**config.mk**
```make
export PLATFORM = sky130hd
export DESIGN_NAME = btms_sequencer
export DESIGN_NICKNAME = d
export VERILOG_FILES = /design/src/btms_pkg.sv /design/src/btms_min_dur_filter.sv /design/src/btms_sequencer.sv /design/src/btms_timebase.sv
export SDC_FILE = /design/constraint.sdc
export NUM_CORES = 1
export LEC_CHECK = 0
export BUFFER_PORTS_ARGS = -buffer_cell sky130_fd_sc_hd__buf_2
export CAP_MARGIN = 40
export CORE_MARGIN = 5
export CORE_UTILIZATION = 39
export DETAILED_ROUTE_END_ITERATION = 12
export SLEW_MARGIN = 30
export SYNTH_ARGS = -nofsm -noshare
export SYNTH_HDL_FRONTEND = slang
export SYNTH_SLANG_ARGS = --single-unit
```
**constraint.sdc**
```tcl
create_clock -name REF_CLK -period 6.97 [get_ports REF_CLK]
set_clock_uncertainty 0.2 [all_clocks]
set_input_delay 0.3485 -clock REF_CLK [delete_from_list [all_inputs] [get_ports REF_CLK]]
set_output_delay 0.3485 -clock REF_CLK [all_outputs]
set_load 0.01 [all_outputs]
```
**src/btms_pkg.sv**
```systemverilog
// Purpose: shared constants and types of the ballast test mode sequencer
// Assumes: 10 MHz reference clock, pins already turned into comparator levels
// Notes: times are kept as printed, cycle counts derive from them
// Function
// - preheat time follows the preheat resistor, zero to 2500 ms.
// - grounded preheat pin skips preheat, ignition right after soft start.
// - preheat pin held high keeps the sequencer in preheat.
// - grounded low-side filament pin disables both filament checks.
// - either lamp sense pin grounded disables only the high-side check.
// - acceleration divides preheat by four and ignition timeout by two.
// - acceleration divides pre-run by fifteen and rectifier filter by sixty.
// - acceleration entered when supply rises while both frequency pins high.
// - low-side pin in upper window holds the pre-power-up state.
// - acceleration stays latched after the frequency pins are released.
// - grounding low-side pin starts power-up on the accelerated base.
// - fault class auto, none, undervoltage or single restart picks recovery.
// - single-restart fault allows one restart after a 200 ms delay.
// - supply below start threshold for 1 us blocks power-up.
// - supply below lockout for 5 us powers down and clears latch.
// - lamp sense one current low for 100 us blocks power-up.
// - rectifier effect is a fault only after its filter time.
package btms_pkg;
   // ==========================================================
   // timing
   localparam int CLK_PERIOD_NS = 100;
   localparam int US_NS = 1000;
   localparam int US_CYC = (US_NS + CLK_PERIOD_NS - 1) / CLK_PERIOD_NS;
   localparam int MS_US = 1000;
   localparam int PREHEAT_MAX_MS = 2500;
   localparam int IGN_TIMEOUT_MS = 237;
   localparam int PRERUN_MS = 625;
   localparam int RECTIFIER_EFFECT_FAULT_MS = 2500;
   localparam int RESTART_MS = 200;
   localparam int SOFTSTART_MS = 10;
   localparam int POWERUP_US = 130;
   localparam int VCC_START_US = 1;
   localparam int UVLO_US = 5;
   localparam int OPEN_FIL_US = 100;
   // preheat code counts 100 ohm steps, 10 ms each
   localparam int PH_MS_PER_CODE = 10;
   localparam logic [7:0] PH_CODE_MAX = 8'(PREHEAT_MAX_MS / PH_MS_PER_CODE);
   localparam logic [11:0] T_IGN = 12'(IGN_TIMEOUT_MS);
   localparam logic [11:0] T_PRERUN = 12'(PRERUN_MS);
   localparam logic [11:0] T_RESTART = 12'(RESTART_MS);
   localparam logic [11:0] T_SOFT = 12'(SOFTSTART_MS);
   localparam logic [11:0] T_POWERUP = 12'(POWERUP_US);
   localparam logic [11:0] PH_STEP_MS = 12'(PH_MS_PER_CODE);
   // ==========================================================
   // acceleration steps per time base tick
   localparam logic [5:0] ACC_NONE = 6'h01;
   localparam logic [5:0] ACC_PH = 6'h04;
   localparam logic [5:0] ACC_IGN = 6'h02;
   localparam logic [5:0] ACC_PRERUN = 6'h0F;
   localparam logic [5:0] ACC_RECTIFIER_EFFECT_FAULT = 6'h3C;
   // ==========================================================
   // types
   typedef enum logic [3:0] {
      ST_MONITOR, ST_POWERUP, ST_SOFTSTART, ST_PREHEAT, ST_IGNITION,
      ST_PRERUN, ST_RUN, ST_RESTART_WAIT, ST_LATCHED
   } btms_state_t;
   typedef enum logic [1:0] {FC_AUTO, FC_NONE, FC_UNDERVOLT, FC_SINGLE} btms_fclass_t;
   typedef struct packed {
      logic vcc_start;
      logic vcc_uvlo_ok;
      logic ph_gnd;
      logic ph_high;
      logic [7:0] ph_code;
      logic ls_gnd;
      logic ls_upper;
      logic lamp1_gnd;
      logic lamp2_gnd;
      logic lamp1_low;
      logic run_freq_high;
      logic ph_freq_high;
      logic rect_dc_high;
      logic ign_done;
   } btms_pins_t;
   typedef struct packed {
      btms_state_t state;
      logic accel;
      logic gate_en;
      logic preheat;
      logic hs_check_en;
      logic ls_check_en;
      logic fault_latched;
      logic restart_used;
   } btms_status_t;
endpackage : btms_pkg

```
**src/btms_min_dur_filter.sv**
```systemverilog
// Purpose: minimum duration filter on the shared time base
// Assumes: tick is a one cycle pulse
// Notes: counter restarts as soon as the condition drops
module btms_min_dur_filter #(
   parameter int W = 12,
   parameter int LEN = 1
) (
   // clock and reset
   input wire logic clk,
   input wire logic rst_b,
   // condition and time base
   input wire logic cond,
   input wire logic tick,
   input wire logic [5:0] step,
   // result
   output logic hit
);
   if (LEN < 1 || LEN >= (1 << W) - 64) begin : g_bad
      $error("btms_min_dur_filter: LEN does not fit W");
   end
   logic [W-1:0] cnt_r;
   wire [W-1:0] cnt_nxt = !cond ? '0 : (tick && !hit) ? cnt_r + W'(step) : cnt_r;
   assign hit = cnt_r >= W'(LEN);
   always_ff @(posedge clk) begin
      if (!rst_b) begin
         cnt_r <= '0;
      end else begin
         cnt_r <= cnt_nxt;
      end
   end
endmodule : btms_min_dur_filter

```
**src/btms_sequencer.sv**
```systemverilog
// Purpose: start-up sequencer with customer test features
// Assumes: pin levels from comparators, faults from the protection matrix
// Notes: RST_B is the supply lockout reset; acceleration only clears there
module btms_sequencer #(
   parameter int MS_US = btms_pkg::MS_US,
   parameter int PH_W = 12
) (
   // clock and reset
   input wire logic REF_CLK,
   input wire logic RST_B,
   // pin comparator levels, asynchronous
   input wire btms_pkg::btms_pins_t PIN_IN,
   // protection events, same clock
   input wire logic FAULT_REQ,
   input wire btms_pkg::btms_fclass_t FAULT_CLASS,
   // sequencer status
   output btms_pkg::btms_status_t STATUS
);
   if (PH_W != 12) begin : g_bad
      $error("btms_sequencer: phase counter must be 12 bits");
   end

   // ==========================================================
   // functions
   function automatic logic [5:0] phase_step(input btms_pkg::btms_state_t st, input logic acc);
      logic [5:0] s;
      s = btms_pkg::ACC_NONE;
      if (acc) begin
         unique case (st)
            btms_pkg::ST_PREHEAT: s = btms_pkg::ACC_PH;
            btms_pkg::ST_IGNITION: s = btms_pkg::ACC_IGN;
            btms_pkg::ST_PRERUN: s = btms_pkg::ACC_PRERUN;
            btms_pkg::ST_RUN: s = btms_pkg::ACC_RECTIFIER_EFFECT_FAULT;
            default: s = btms_pkg::ACC_NONE;
         endcase
      end
      return s;
   endfunction : phase_step

   function automatic logic [11:0] sat_add(input logic [11:0] a, input logic [5:0] b);
      logic [12:0] s;
      s = {1'b0, a} + 13'(b);
      return s[12] ? 12'hFFF : s[11:0];
   endfunction : sat_add

   // ==========================================================
   // pin synchroniser
   btms_pkg::btms_pins_t pin_m_r;
   btms_pkg::btms_pins_t pin_s_r;
   logic vcc_start_d_r;
   always_ff @(posedge REF_CLK) begin
      if (!RST_B) begin
         pin_m_r <= '0;
         pin_s_r <= '0;
         vcc_start_d_r <= 1'b0;
      end else begin
         pin_m_r <= PIN_IN;
         pin_s_r <= pin_m_r;
         vcc_start_d_r <= pin_s_r.vcc_start;
      end
   end

   // ==========================================================
   // state and time base
   btms_pkg::btms_state_t state_r;
   btms_pkg::btms_state_t state_nxt;
   logic [11:0] ph_cnt_r;
   logic accel_r;
   logic restart_used_r;
   logic restart_used_nxt;
   btms_pkg::btms_status_t status_r;
   logic us_tick;
   logic ms_tick;

   btms_timebase #(
      .US_CYC(btms_pkg::US_CYC),
      .MS_US(MS_US)
   ) u_tb (
      .clk(REF_CLK),
      .rst_b(RST_B),
      .us_tick(us_tick),
      .ms_tick(ms_tick)
   );

   // ==========================================================
   // filament check enables
   wire hs_check_en = !pin_s_r.ls_gnd && !pin_s_r.lamp1_gnd && !pin_s_r.lamp2_gnd;
   wire ls_check_en = !pin_s_r.ls_gnd;

   // ==========================================================
   // minimum duration filters, all on the shared ticks
   logic start_low_hit;
   logic uvlo_hit;
   logic open_hs_hit;
   logic rect_hit;
   wire in_run = state_r == btms_pkg::ST_RUN;
   wire [5:0] rectifier_effect_fault_step = phase_step(btms_pkg::ST_RUN, accel_r);

   btms_min_dur_filter #(
      .W(12),
      .LEN(btms_pkg::VCC_START_US)
   ) u_start_flt (
      .clk(REF_CLK),
      .rst_b(RST_B),
      .cond(!pin_s_r.vcc_start),
      .tick(us_tick),
      .step(btms_pkg::ACC_NONE),
      .hit(start_low_hit)
   );

   btms_min_dur_filter #(
      .W(12),
      .LEN(btms_pkg::UVLO_US)
   ) u_uvlo_flt (
      .clk(REF_CLK),
      .rst_b(RST_B),
      .cond(!pin_s_r.vcc_uvlo_ok),
      .tick(us_tick),
      .step(btms_pkg::ACC_NONE),
      .hit(uvlo_hit)
   );

   btms_min_dur_filter #(
      .W(12),
      .LEN(btms_pkg::OPEN_FIL_US)
   ) u_open_flt (
      .clk(REF_CLK),
      .rst_b(RST_B),
      .cond(pin_s_r.lamp1_low && hs_check_en),
      .tick(us_tick),
      .step(btms_pkg::ACC_NONE),
      .hit(open_hs_hit)
   );

   // a fast step on a slow tick keeps the filter cheap; resolution is 60 ms in test
   btms_min_dur_filter #(
      .W(12),
      .LEN(btms_pkg::RECTIFIER_EFFECT_FAULT_MS)
   ) u_rect_flt (
      .clk(REF_CLK),
      .rst_b(RST_B),
      .cond(pin_s_r.rect_dc_high && in_run),
      .tick(ms_tick),
      .step(rectifier_effect_fault_step),
      .hit(rect_hit)
   );

   // ==========================================================
   // decoding
   wire ph_gnd = pin_s_r.ph_gnd;
   wire ph_high = pin_s_r.ph_high && !ph_gnd;
   wire [7:0] ph_code = pin_s_r.ph_code > btms_pkg::PH_CODE_MAX ? btms_pkg::PH_CODE_MAX : pin_s_r.ph_code;
   wire [11:0] ph_tgt = 12'(ph_code) * btms_pkg::PH_STEP_MS;
   wire [5:0] ph_step = phase_step(state_r, accel_r);
   wire ph_tick = state_r == btms_pkg::ST_POWERUP ? us_tick : ms_tick;
   wire [11:0] ph_cnt_nxt = state_nxt != state_r ? 12'h000 : ph_tick ? sat_add(ph_cnt_r, ph_step) : ph_cnt_r;
   wire active = state_r != btms_pkg::ST_MONITOR && state_r != btms_pkg::ST_RESTART_WAIT
      && state_r != btms_pkg::ST_LATCHED;
   wire fault_ext = FAULT_REQ && FAULT_CLASS != btms_pkg::FC_NONE && active;
   wire ign_timeout = state_r == btms_pkg::ST_IGNITION && ph_cnt_r >= btms_pkg::T_IGN;
   wire fault_single = rect_hit || ign_timeout || (fault_ext && FAULT_CLASS == btms_pkg::FC_SINGLE);
   wire quiet = !uvlo_hit && !fault_ext && !rect_hit;
   // in test mode the tester holds off start through the low-side pin
   wire may_power_up = pin_s_r.vcc_start && pin_s_r.vcc_uvlo_ok && !start_low_hit && !open_hs_hit
      && !pin_s_r.ls_upper && (!accel_r || pin_s_r.ls_gnd);
   wire accel_entry = state_r == btms_pkg::ST_MONITOR && pin_s_r.vcc_start && !vcc_start_d_r
      && pin_s_r.run_freq_high && pin_s_r.ph_freq_high;
   wire gate_on = state_r inside {btms_pkg::ST_SOFTSTART, btms_pkg::ST_PREHEAT,
      btms_pkg::ST_IGNITION, btms_pkg::ST_PRERUN, btms_pkg::ST_RUN};

   // ==========================================================
   // next state
   always_comb begin
      state_nxt = state_r;
      restart_used_nxt = restart_used_r;
      if (uvlo_hit) begin
         state_nxt = btms_pkg::ST_MONITOR;
         restart_used_nxt = 1'b0;
      end else if (active && fault_single) begin
         state_nxt = restart_used_r ? btms_pkg::ST_LATCHED : btms_pkg::ST_RESTART_WAIT;
         restart_used_nxt = 1'b1;
      end else if (fault_ext && FAULT_CLASS == btms_pkg::FC_AUTO) begin
         state_nxt = btms_pkg::ST_RESTART_WAIT;
      end else if (fault_ext && FAULT_CLASS == btms_pkg::FC_UNDERVOLT) begin
         state_nxt = btms_pkg::ST_MONITOR;
      end else begin
         unique case (state_r)
            btms_pkg::ST_MONITOR: begin
               if (may_power_up) begin
                  state_nxt = btms_pkg::ST_POWERUP;
               end
            end
            btms_pkg::ST_POWERUP: begin
               if (ph_cnt_r >= btms_pkg::T_POWERUP) begin
                  state_nxt = btms_pkg::ST_SOFTSTART;
               end
            end
            btms_pkg::ST_SOFTSTART: begin
               if (ph_cnt_r >= btms_pkg::T_SOFT) begin
                  state_nxt = ph_gnd ? btms_pkg::ST_IGNITION : btms_pkg::ST_PREHEAT;
               end
            end
            btms_pkg::ST_PREHEAT: begin
               // a high pin overrides the resistor time entirely
               if (ph_gnd || (!ph_high && ph_cnt_r >= ph_tgt)) begin
                  state_nxt = btms_pkg::ST_IGNITION;
               end
            end
            btms_pkg::ST_IGNITION: begin
               if (pin_s_r.ign_done) begin
                  state_nxt = btms_pkg::ST_PRERUN;
               end
            end
            btms_pkg::ST_PRERUN: begin
               if (ph_cnt_r >= btms_pkg::T_PRERUN) begin
                  state_nxt = btms_pkg::ST_RUN;
               end
            end
            btms_pkg::ST_RESTART_WAIT: begin
               if (ph_cnt_r >= btms_pkg::T_RESTART) begin
                  state_nxt = btms_pkg::ST_MONITOR;
               end
            end
            btms_pkg::ST_RUN, btms_pkg::ST_LATCHED: begin
               state_nxt = state_r;
            end
            default: state_nxt = btms_pkg::ST_MONITOR;
         endcase
      end
   end

   // ==========================================================
   // registers
   always_ff @(posedge REF_CLK) begin
      if (!RST_B) begin
         state_r <= btms_pkg::ST_MONITOR;
         ph_cnt_r <= 12'h000;
         accel_r <= 1'b0;
         restart_used_r <= 1'b0;
      end else begin
         state_r <= state_nxt;
         ph_cnt_r <= ph_cnt_nxt;
         accel_r <= accel_r || accel_entry;
         restart_used_r <= restart_used_nxt;
      end
   end

   always_ff @(posedge REF_CLK) begin
      if (!RST_B) begin
         status_r <= '0;
      end else begin
         status_r.state <= state_r;
         status_r.accel <= accel_r;
         status_r.gate_en <= gate_on;
         status_r.preheat <= state_r == btms_pkg::ST_PREHEAT;
         status_r.hs_check_en <= hs_check_en;
         status_r.ls_check_en <= ls_check_en;
         status_r.fault_latched <= state_r == btms_pkg::ST_LATCHED;
         status_r.restart_used <= restart_used_r;
      end
   end
   assign STATUS = status_r;
endmodule : btms_sequencer

```
**src/btms_timebase.sv**
```systemverilog
// Purpose: shared microsecond and millisecond ticks
// Assumes: one reference clock
// Notes: every phase timer and filter counts these ticks
module btms_timebase #(
   parameter int US_CYC = btms_pkg::US_CYC,
   parameter int MS_US = btms_pkg::MS_US
) (
   // clock and reset
   input wire logic clk,
   input wire logic rst_b,
   // ticks
   output logic us_tick,
   output logic ms_tick
);
   if (US_CYC < 2 || US_CYC > 65535 || MS_US < 1 || MS_US > 65535) begin : g_bad
      $error("btms_timebase: unsupported divider");
   end
   logic [15:0] cyc_r;
   logic [15:0] us_r;
   wire cyc_end = cyc_r == 16'(US_CYC - 1);
   wire us_end = us_r == 16'(MS_US - 1);
   always_ff @(posedge clk) begin
      if (!rst_b) begin
         cyc_r <= 16'h0000;
         us_r <= 16'h0000;
         us_tick <= 1'b0;
         ms_tick <= 1'b0;
      end else begin
         cyc_r <= cyc_end ? 16'h0000 : cyc_r + 16'h0001;
         us_tick <= cyc_end;
         if (cyc_end) begin
            us_r <= us_end ? 16'h0000 : us_r + 16'h0001;
         end
         ms_tick <= cyc_end && us_end;
      end
   end
endmodule : btms_timebase
```
==> results.yml <==
finish:
  diodes: 0
  final_common_cell: "dfxtp_1"
  drive_gt1_share_pct: 10.9
  final_cell_mix: "dfxtp_1 (154), nor2_1 (94), and2_1 (66)"
  area_growth_pct: 16.0
  utilization_pct: 45.5
  final_nets: 930
  postLayoutCellArea_sq_um: 8460
sta:
  setup_violations: 0
  fin_setup_tns_ns: 0
  tightest_slew_ns: 0.788
  max_freq_mhz: 213
  grt_setup_unrepaired: "no"
  slew_headroom_pct: 47.4
  finalMaxSlewViolations: 0
  post-route-period-util_pct: 67.3
  period_needed_ns: 4.69
  hold_violations: 0
logic_synthesis:
  synth_cells: 810
  synth_top_flop_cell: "dfxtp_1"
  synthArstFlopShare_pct: 0
  mappedNetlistNets: 880
  synth_seq_area_share_pct: 42.3
  synth_edf_count: 0
  synth_warnings: 0
  syn_avg_cell_area_sq_um: 9.00
  synth_seq_cells: 154
  yosysUniqueCellTypes: 67
  syn_area_sq_um: 7290
routing:
  dr.pass1.iters: 5
  wl_met2_mm: 7.01
  via_per_inst: 5.13
  drc: 0
  ant_nets: 0
  dr.max_layer_used: "met4"
  first_iter_violations: 232
  wl_met3_um: 578
  wl_mm: 15.4
  drt-met1-wl_mm: 7.50
  wire_per_inst_um: 14.0
  dr_total_vias: 5681
setup_path:
  crit_family: "compound AO/OA/AOI/OAI gates"
  slowest_delay_ns: 0.42
  r2r_end: "ph_cnt_r[10]"
  critPathMaxFanout: 12
  cp-end-kind: "flip-flop"
  cp_data_arrival_time_ns: 4.80
  worst-path-buf-inv: 0
  critical_path_required_ns: 7.08
  slowest_stage: "a2111oi_0"
  critical_path_class: "reg2reg"
  reg2reg_depth: 17
  critical_path.startpoint_type: "flip-flop"
  r2r-start: "pin_s_r[13]"
  cp_cell_sequence: "and4_1 -> a31oi_1 -> mux2_2 -> ha_1 -> fa_1 -> a21oi_1 -> nor2_1 -> nor2_1 -> o21bai_1 -> a21oi_1 -> xor2_1 -> ha_1 -> a21o_1 -> a2111oi_0 -> a31o_2 -> o2111ai_2 -> a2111oi_1"
  regToRegSetupSlack_ns: 2.28
  cp.depth: 17
job:
  timing.max_cap.violations: 0
cts:
  clock_latency_ns: 0.42
  cts_buffers: 17
  cts_sinks: 154
  clockRootBuffer: "clkbuf_16"
  cts_tree: "yes"
  post_cts_buffers: 0
  clk_pin_slew_ns: 0.07
  h-tree-depth: 4
  clockBufferDepth: 2
floorplan:
  initial_core_util_pct: 39.2
  io_pins: 37
  core_sq_um: 18600
  chipHeight_um: 147
  die_x_um: 147
  row_count: 50
  die_area_sq_um: 21500
power_and_ir_drop:
  ir_worst_vdd_uv: 176
  power.total_mw: 1.88
  p_per_area_nw_per_um2: 222
  p_leak_nw: 3.39
status:
  status: "finished, final reports clean"
global_route:
  overflow: 0
  grt_pass1_wl_mm: 26.2
  grtUsageTotal_pct: 14.8
  grt_pass1_vias: 5426
  grt_max_degree: 57
  antenna_found_initial: 0
hold_path:
  holdPathStages: 3
  hp-start: "RST_B"
  hold_end: "state_r[3]"
  hold_path_class: "in2reg"
placed_design:
  dp_hpwl_mm: 10.8
  post_dp_cell_area_sq_um: 7650
  port_buffers: 36
  globalplace.congestion: 0.871
-- how the worst max path moves through the flow --
| stage | slack [ns] | endpoint | from |
|---|---|---|---|
| global route | 1.75 | ph_cnt_r[10] | pin_s_r[16] |
| global placement | 2.21 | ph_cnt_r[1] | pin_s_r[13] |
| CTS | 2.22 | ph_cnt_r[10] | pin_s_r[16] |
| detailed placement | 2.26 | ph_cnt_r[10] | pin_s_r[16] |
| floorplan | 2.81 | ph_cnt_r[1] | pin_s_r[13] |
| finish | 2.28 | ph_cnt_r[10] | pin_s_r[13] |
-- area by class of cell --
type,instances,area (sq um)
Clock inverter,15,148
Inverter,33,124
Fill cell,1783,10100
Multi-Input combinational cell,593,3950
Tap cell,234,293
Clock buffer,17,425
Timing Repair Buffer,61,429
Sequential cell,154,3080
-- cells by family (layout without fill, tap and decap cells) --
logic type | Yosys count | after routing | share of synthesized area, %
flops | 154 | 154 | 42.3
mux | 6 | 6 | 0.858
fa+ha+maj | 44 | 44 | 7.76
xor+xnor | 58 | 58 | 6.97
simple gates | 355 | 355 | 26.9
compound gates | 130 | 130 | 11.6
buf+inv | 63 | 126 | 3.59
-- Yosys cell counts (3+ instances only) --
master	instances	area share [%]
xnor2_1	28	3.4
o21bai_1	3	0.31
o21a_1	3	0.31
a21boi_0	3	0.31
inv_1	33	1.7
nor3b_1	5	0.51
a21oi_1	44	3.0
and3_1	21	1.8
nand2b_1	7	0.60
dfxtp_1	154	42
nor2_1	94	4.8
mux2i_1	4	0.55
nor4b_1	4	0.48
clkbuf_1	24	1.2
nand3_1	32	2.2
and4_1	10	1.2
nand4_1	18	1.5
o311a_1	3	0.41
a21o_1	8	0.82
o21ai_1	5	0.34
nand2_1	42	2.2
o21ai_0	22	1.5
a31oi_1	11	0.94
xor2_1	30	3.6
nor4b_2	3	0.62
ha_1	42	7.2
a2111oi_0	5	0.60
and2_1	66	5.7
nand3b_1	3	0.31
nor4_1	9	0.77
nor2b_1	6	0.51
nor3_1	19	1.3
-- metrics by stage --
stage	hold WS [ns]	cells	worst slack [ns]
floorplan	0.212	810	2.81
global placement	0.217	1052	2.21
detailed placement	0.219	1053	2.26
CTS	0.235	1106	2.22
global route	0.127	1107	1.75
finish	0.135	1107	2.28
-- report_power, final --
| part | internal, mW | leakage [nW] | switching (mW) |
|---|---|---|---|
| logic | 0.0420 | 1.85 | 0.0489 |
| clock network | 0.476 | 0.283 | 0.409 |
| registers | 0.895 | 1.25 | 0.0102 |
| total | 1.41 | 3.39 | 0.468 |
-- repair_timing --
action	4_1_cts	5_1_grt
endpoints found under the hold margin	21	0
hold buffers	21	0
gates resized for setup	0	0
-- registers in the layout, indices dropped and copies added, names as in the netlist, 4 cells and up --
signal	flops
pin_m_r	21
pin_s_r	20
u_tb.cyc_r	16
u_tb.us_r	16
ph_cnt_r	12
u_open_flt.cnt_r	12
u_rect_flt.cnt_r	12
u_start_flt.cnt_r	12
u_uvlo_flt.cnt_r	12
STATUS	11
state_r	4
-- worst register-to-register path, stage by stage (launching register included) --
cell and delay (ns):
dfxtp_1 0.38, and4_1 0.25, a31oi_1 0.17, mux2_2 0.31, ha_1 0.22, fa_1 0.41
a21oi_1 0.15, nor2_1 0.05, nor2_1 0.14, o21bai_1 0.08, a21oi_1 0.17, xor2_1 0.17
ha_1 0.26, a21o_1 0.17, a2111oi_0 0.42, a31o_2 0.26, o2111ai_2 0.38, a2111oi_1 0.39
-- metal layers --
layer	global-route usage (%)	up-vias
met5	0	-
met4	6.40	0
met3	3.05	27
met2	23.4	111
met1	19.5	2614
li1	-	2929
No activity file was read; power rests on OpenSTA's default activity.
